<file path="config.mk">
export PLATFORM = sky130hd
export DESIGN_NAME = dvsa_top
export DESIGN_NICKNAME = d
export VERILOG_FILES = /design/src/core/dvsa_top.v /design/src/core/dvsa_eval.v
export VERILOG_INCLUDE_DIRS = /design/src /design/src/core
export SDC_FILE = /design/constraint.sdc
export NUM_CORES = 1
export LEC_CHECK = 0
export BUFFER_PORTS_ARGS = -buffer_cell sky130_fd_sc_hd__buf_2
export CELL_PAD_IN_SITES_DETAIL_PLACEMENT = 2
export CELL_PAD_IN_SITES_GLOBAL_PLACEMENT = 2
export CORE_ASPECT_RATIO = 0.5
export CORE_MARGIN = 5
export CORE_UTILIZATION = 33
export DETAILED_ROUTE_END_ITERATION = 10
export GPL_ROUTABILITY_DRIVEN = 0
export GPL_TIMING_DRIVEN = 0
export PLACE_DENSITY_LB_ADDON = 0.1
export SLEW_MARGIN = 20
export SYNTH_ARGS = -nofsm -noshare
export SYNTH_HDL_FRONTEND = slang
export SYNTH_SLANG_ARGS = --single-unit
</file>
<file path="constraint.sdc">
create_clock -name clk_in -period 4.3 [get_ports clk_in]
set_input_delay 0.86 -clock clk_in [delete_from_list [all_inputs] [get_ports clk_in]]
set_output_delay 0.86 -clock clk_in [all_outputs]
set_load 0.03 [all_outputs]
</file>
<file path="src/core/dvsa_defs.vh">
// dvsa_defs.vh: constants for the vendor status aggregator
// assumes inclusion by bare name from core/ design files
`ifndef DVSA_DEFS_VH
`define DVSA_DEFS_VH

// ----------------------------------------
// object dictionary addresses
// ----------------------------------------
`define DVSA_IDX_STATE_WORD   16'h2000
`define DVSA_IDX_SEL_MASK     16'h2005
`define DVSA_IDX_POLARITY     16'h200a
`define DVSA_SUB_FIRST        8'h01

// ----------------------------------------
// vendor state word bit positions
// ----------------------------------------
`define DVSA_BIT_HOMED        0
`define DVSA_BIT_COMMUT       1
`define DVSA_BIT_READY_EN     2
`define DVSA_BIT_TRAJ_DONE    3
`define DVSA_BIT_TORQUE_OFF   8

// ----------------------------------------
// reset values and standard status word position
// ----------------------------------------
`define DVSA_RST_SEL_MASK     32'h0000_0000
`define DVSA_RST_POLARITY     32'h0000_0000
`define DVSA_STD_STATUS_BIT   14

`endif

</file>
<file path="src/core/dvsa_top.v">
// dvsa_top.v: vendor state word, polarity and mask registers, status bit 14
// assumes flag inputs synchronous to clk_in, object access port driven by the
// fieldbus stack with single-cycle requests
`timescale 1ns/100ps
`include "dvsa_defs.vh"

module dvsa_top #(
  parameter WIDTH = 32
) (
  input  wire             clk_in,
  input  wire             nrst_in,
  // flags from other drive functions
  input  wire             homing_done_in,
  input  wire             abs_encoder_in,
  input  wire             commut_valid_in,
  input  wire             fault_in,
  input  wire             dc_link_charged_in,
  input  wire             encoder_ready_in,
  input  wire             blocking_proc_in,
  input  wire             ctrl_enable_in,
  input  wire             traj_done_in,
  input  wire             torque_off_state_in,
  // object dictionary access
  input  wire             od_rd_in,
  input  wire             od_wr_in,
  input  wire [15:0]      od_index_in,
  input  wire [7:0]       od_subidx_in,
  input  wire [WIDTH-1:0] od_wdata_in,
  output reg  [WIDTH-1:0] od_rdata_out,
  output reg              od_ack_out,
  output reg              od_err_out,
  // process data and standard status word bit
  output reg  [WIDTH-1:0] state_word_out,
  output reg              status_bit14_out
);

  // ----------------------------------------
  // reset release
  // ----------------------------------------
  reg rst_meta_q;
  reg rst_n_q;

  always @(posedge clk_in or negedge nrst_in) begin
    if (!nrst_in) begin
      rst_meta_q <= 1'b0;
      rst_n_q    <= 1'b0;
    end else begin
      rst_meta_q <= 1'b1;
      rst_n_q    <= rst_meta_q;
    end
  end

  // ----------------------------------------
  // address decode
  // ----------------------------------------
  localparam SEL_NONE  = 2'h0;
  localparam SEL_STATE = 2'h1;
  localparam SEL_MASK  = 2'h2;
  localparam SEL_POL   = 2'h3;

  function [1:0] od_decode;
    input [15:0] idx;
    input [7:0]  sub;
    begin
      if (sub != `DVSA_SUB_FIRST)
        od_decode = SEL_NONE;
      else if (idx == `DVSA_IDX_STATE_WORD)
        od_decode = SEL_STATE;
      else if (idx == `DVSA_IDX_SEL_MASK)
        od_decode = SEL_MASK;
      else if (idx == `DVSA_IDX_POLARITY)
        od_decode = SEL_POL;
      else
        od_decode = SEL_NONE;
    end
  endfunction

  wire [1:0] sel = od_decode(od_index_in, od_subidx_in);

  // ----------------------------------------
  // request strobes
  // ----------------------------------------
  wire req_any;
  wire wr_mask;
  wire wr_pol;

  assign req_any = od_rd_in | od_wr_in;
  // only the two rw objects get a write strobe; the state word has none
  assign wr_mask = od_wr_in & (sel == SEL_MASK);
  assign wr_pol  = od_wr_in & (sel == SEL_POL);

  // ----------------------------------------
  // flag conditions
  // ----------------------------------------
  // plain gates, so each bit is at most one level of logic ahead of its flop
  wire homed_cond;
  wire commut_cond;
  wire ready_cond;
  wire traj_cond;
  wire torque_cond;

  // either source counts as referenced
  assign homed_cond  = homing_done_in | abs_encoder_in;
  // no finished commutation search means not valid
  assign commut_cond = commut_valid_in;
  // every precondition met, enable the only thing missing
  assign ready_cond  = ~fault_in & dc_link_charged_in & encoder_ready_in
                       & ~blocking_proc_in & ~ctrl_enable_in;
  // generator completion only, never a position compare
  assign traj_cond   = traj_done_in;
  // reported for as long as the torque-off state lasts
  assign torque_cond = torque_off_state_in;

  // ----------------------------------------
  // vendor state word
  // ----------------------------------------
  reg  [WIDTH-1:0] state_d;
  reg  [WIDTH-1:0] mask_q;
  reg  [WIDTH-1:0] mask_d;
  reg  [WIDTH-1:0] pol_q;
  reg  [WIDTH-1:0] pol_d;
  wire             any_sel;

  always @* begin
    state_d = {WIDTH{1'b0}};
    // unlisted bits stay zero
    state_d[`DVSA_BIT_HOMED]      = homed_cond;
    state_d[`DVSA_BIT_COMMUT]     = commut_cond;
    state_d[`DVSA_BIT_READY_EN]   = ready_cond;
    state_d[`DVSA_BIT_TRAJ_DONE]  = traj_cond;
    state_d[`DVSA_BIT_TORQUE_OFF] = torque_cond;
  end

  // ----------------------------------------
  // writable registers
  // ----------------------------------------
  always @* begin
    mask_d = mask_q;
    pol_d  = pol_q;
    if (wr_mask)
      mask_d = od_wdata_in;
    if (wr_pol)
      pol_d = od_wdata_in;
  end

  always @(posedge clk_in or negedge rst_n_q) begin
    if (!rst_n_q) begin
      mask_q <= `DVSA_RST_SEL_MASK;
      pol_q  <= `DVSA_RST_POLARITY;
    end else begin
      mask_q <= mask_d;
      pol_q  <= pol_d;
    end
  end

  // ----------------------------------------
  // evaluation
  // ----------------------------------------
  // works on the registered word, so bit 14 follows the readable word one cycle later
  dvsa_eval #(
    .WIDTH (WIDTH)
  ) u_eval (
    .state_in    (state_word_out),
    .polarity_in (pol_q),
    .mask_in     (mask_q),
    .any_out     (any_sel)
  );

  always @(posedge clk_in or negedge rst_n_q) begin
    if (!rst_n_q) begin
      state_word_out   <= {WIDTH{1'b0}};
      status_bit14_out <= 1'b0;
    end else begin
      state_word_out   <= state_d;
      // set or cleared afresh every cycle
      status_bit14_out <= any_sel;
    end
  end

  // ----------------------------------------
  // access answers
  // ----------------------------------------
  reg [WIDTH-1:0] rdata_d;
  reg             err_d;

  always @* begin
    rdata_d = {WIDTH{1'b0}};
    err_d   = 1'b0;
    case (sel)
      SEL_STATE: begin
        rdata_d = state_word_out;
        // write to a read-only object is refused
        err_d   = od_wr_in;
      end
      SEL_MASK:  rdata_d = mask_q;
      SEL_POL:   rdata_d = pol_q;
      default:   err_d   = 1'b1;
    endcase
  end

  always @(posedge clk_in or negedge rst_n_q) begin
    if (!rst_n_q) begin
      od_rdata_out <= {WIDTH{1'b0}};
      od_ack_out   <= 1'b0;
      od_err_out   <= 1'b0;
    end else begin
      od_ack_out   <= req_any;
      od_err_out   <= req_any & err_d;
      od_rdata_out <= od_rd_in ? rdata_d : {WIDTH{1'b0}};
    end
  end

endmodule // dvsa_top

</file>
<file path="src/core/dvsa_eval.v">
// dvsa_eval.v: per-bit inversion and masking, then or-reduction
// assumes all inputs are registered in the caller; purely combinational
`timescale 1ns/100ps

module dvsa_eval #(
  parameter WIDTH = 32
) (
  input  wire [WIDTH-1:0] state_in,
  input  wire [WIDTH-1:0] polarity_in,
  input  wire [WIDTH-1:0] mask_in,
  output wire             any_out
);

  // ----------------------------------------
  // per-bit select chain
  // ----------------------------------------
  wire [WIDTH-1:0] sel_bits;

  genvar g;
  generate
    for (g = 0; g < WIDTH; g = g + 1) begin : g_bit
      // invert first, then mask
      assign sel_bits[g] = (state_in[g] ^ polarity_in[g]) & mask_in[g];
    end
  endgenerate

  // any survivor sets, none clears
  assign any_out = |sel_bits;

endmodule // dvsa_eval

</file>
==> impl_metrics.csv <==
group,metric,value,unit
outcome,status,"finished, final reports clean",
clock_tree,clockRootBuffer,"clkbuf_16",
routing,vias,3756,
placed_design,dpl_cell_area,5794,um^2
clock_tree,cts_tree,"done",
synth,seq_area_frac_synth,54.39,%
worst_hold_path,hp-class,"in -> async",
power,p_seq_share,52.0,%
timing,setup_ws,1.531,ns
timing,final.period_utilization,64.39,%
synth,ys_types,39,
routing,drt_iter0_markers,135,
setup_path,regToRegSetupSlack,2.68,ns
setup_path,critical_path_class,"in -> reg",
routing,ant_nets,0,
synth,synth_cells,400,
global_route,grt_pass1_wl,23130,um
synth,synth-seq-cells,106,
synth,yosys_warnings,0,
global_route,antenna_found_initial,0,
setup_path,crit_fanout,10,
global_route,grt_pass1_vias,4226,
power,internal_power,1451,uW
job,cap_violations,0,
finish,layout-drive-gt1-share,36.55,%
synth,synth_area,4877,um^2
power,switching_power,495.0,uW
timing,finalHoldViolCount,0,
placed_design,place_ws,1.113,ns
timing,setup_viol,0,
placed_design,port_buffers,108,
placed_design,dpl.hpwl,10840,um
routing,wirelength,14530,um
timing,drv_slew,0,
global_route,grt_max_degree,54,
clock_tree,clk_transition_reported_paths,0.07,ns
routing,wl_met2,6569,um
power,peakVddDrop,0.1530,mV
timing,rsz0062_at_grt,"no",
setup_path,rr_endpoint,"status_bit14_out",
die,ios,137,
routing,wl_met3,812,um
timing,finalClockSkew,0.01437,ns
die,fp.coreArea,14470,um^2
power,clockPowerShare,40.4,%
setup_path,worstPathRequired,4.56,ns
routing,via_per_inst,5.021,
power,combPwrFrac,7.5,%
routing,wl_per_cell,19.42,um
die,initial_utilization,33.71,%
die,die_h,95.97,um
clock_tree,cts_inserted_buffers,9,
routing,drc,0,
setup_path,rr_startpoint,"mask_q[16]",
synth,async_reset_ff_share,100.0,%
routing,first_pass_iters,4,
clock_tree,ctsResizeCount,0,
synth,synth_enable_flop_cells,0,
power,power,1946,uW
power,switching_share,25.44,%
die,die_w,181.9,um
timing,layout_min_cycle_time,2.769,ns
routing,drt-met1-wl,7022,um
timing,relSlewSlack,52.35,%
clock_tree,htree_levels,3,
global_route,grt_remaining_overflow,0,
setup_path,critPathLaunchType,"primary input",
clock_tree,postCtsHoldBufs,0,
die,rows,31,
power,leakage,0.002977,uW
clock_tree,post_cts_buffers,0,
finish,diodes,0,
timing,timing.fmax,0.3611,GHz
setup_path,end_kind,"flip-flop",
finish,syn_to_final_growth,24.42,%
setup_path,reg2regPathDepth,4,
clock_tree,insertion_delay,0.35,ns
clock_tree,cts_sinks,106,
global_route,grt_usage,17.05,%
power,powerDensity,320.6,nW/um^2
synth,syn_area_per_cell,12.19,um^2
timing,max_slew.worst_pin.slew,0.7148,ns
synth,ys.flop_type,"dfrtp_1",
setup_path,arrival,3.03,ns
clock_tree,cts_buffer_depth,2,
finish,finalNetCount,616,
routing,top_layer,"met4",
finish,nFillCells,1565,
die,dieArea,17460,um^2
finish,design_area,6068,um^2
==> logic make-up (layout without fill, tap and decap cells) <==
logic type | count (synthesis) | after routing | share of synthesized area (%)
flops | 106 | 106 | 54.39
compound gates | 89 | 89 | 11.42
simple gates | 78 | 78 | 10.75
mux | 64 | 64 | 14.78
buf+inv | 54 | 178 | 7.260
xor+xnor | 7 | 7 | 1.257
other cells | 2 | 28 | 0.1540
==> layout by cell type, fill, tap and decap left out, types with 4 or more instances in the layout <==
cell / netlist / layout
a22oi_1: 4 / 4
mux2_2: 27 / 27
nand4_1: 33 / 33
a22o_1: 5 / 5
a211oi_1: 5 / 5
or2_2: 4 / 4
nand3_1: 13 / 13
nor4_1: 8 / 8
dfrtp_1: 106 / 105
o21a_1: 6 / 6
buf_2: 4 / 112
a21oi_1: 27 / 27
a221oi_1: 5 / 5
nand2_1: 4 / 4
clkbuf_16: 0 / 9
clkbuf_1: 16 / 16
buf_4: 27 / 27
mux2_1: 37 / 37
conb_1: 2 / 28
o21ai_0: 32 / 32
xor2_1: 6 / 6
buf_6: 6 / 6
==> synth_stat cells, types with 8 or more instances <==
cell type  instances  area share (%)
a21oi_1           27             2.8
clkbuf_1          16             1.2
buf_4             27             4.2
dfrtp_1          106              54
nand3_1           13             1.3
mux2_2            27             6.2
o21ai_0           32             3.3
nor4_1             8             1.0
nand4_1           33             4.2
mux2_1            37             8.5
==> power groups by stage <==
stage	Combinational, uW	Clock, uW	Sequential (uW)
after global routing	160	855	1020
final	147	786	1010
after CTS	146	817	1010
after detailed placement	146	0	1030
after floorplan	72.4	0	1040
after global placement	132	0	1040
==> stage by stage <==
stage | hold slack [ns] | utilization [%] | instances | setup TNS (ns)
after floorplan | 0.3312 | - | 426 | 0
after detailed placement | 0.3362 | 40.05 | 733 | 0
after global routing | 0.2769 | 41.94 | 748 | 0
after CTS | 0.2741 | 41.94 | 748 | 0
after global placement | 0.3365 | 39.83 | 732 | -20.67
final | 0.2900 | 41.94 | 748 | 0
==> critical path, cell delays in order <==
cell     delay [ns]
buf_2          0.11
nor4b_1        0.59
and2_1         0.22
buf_2          0.25
nand4_1        0.43
buf_2          0.37
a21oi_1        0.19
==> state kept, by name, summed over array words and instances (netlist names) <==
| name | cells |
|---|---|
| mask_q | 32 |
| od_ack_out | 1 |
| od_err_out | 1 |
| od_rdata_out | 32 |
| pol_q | 32 |
| rst_meta_q | 1 |
| rst_n_q | 1 |
| state_word_out | 5 |
| status_bit14_out | 1 |
==> metal layers <==
| layer | vias to the layer above | global-route usage [%] |
|---|---|---|
| met5 | - | 0 |
| met4 | 0 | 3.745 |
| met3 | 11 | 4.417 |
| met2 | 103 | 27.50 |
| met1 | 1912 | 23.42 |
| li1 | 1730 | - |
==> how the worst max path moves through the flow <==
stage / slack (ns) / start / cells after the start / endpoint
2_1_floorplan: 1.13 / rst_n_q / 0 / mask_q[0]
3_3_place_gp: -0.21 / rst_n_q / 0 / od_rdata_out[24]
3_5_place_dp: 1.11 / od_subidx_in[1] / 7 / od_rdata_out[11]
4_1_cts: 1.49 / od_subidx_in[1] / 7 / od_rdata_out[11]
5_1_grt: 1.31 / od_subidx_in[1] / 7 / od_rdata_out[11]
6_report: 1.53 / od_subidx_in[1] / 7 / od_rdata_out[11]
==> layout make-up <==
cell class              instances  area (um^2)  share of cell area (%)
plain buffers                  54        354.1                   5.835
clock inverters                 6        48.80                  0.8041
repair buffers                109        568.0                   9.361
flip-flops and latches        106         2656                   43.77
clock buffers                   9        225.2                   3.711
multi-input cells             266         1968                   32.43
well taps                     198        247.7                   4.082
(Power assumes the default switching activity.)
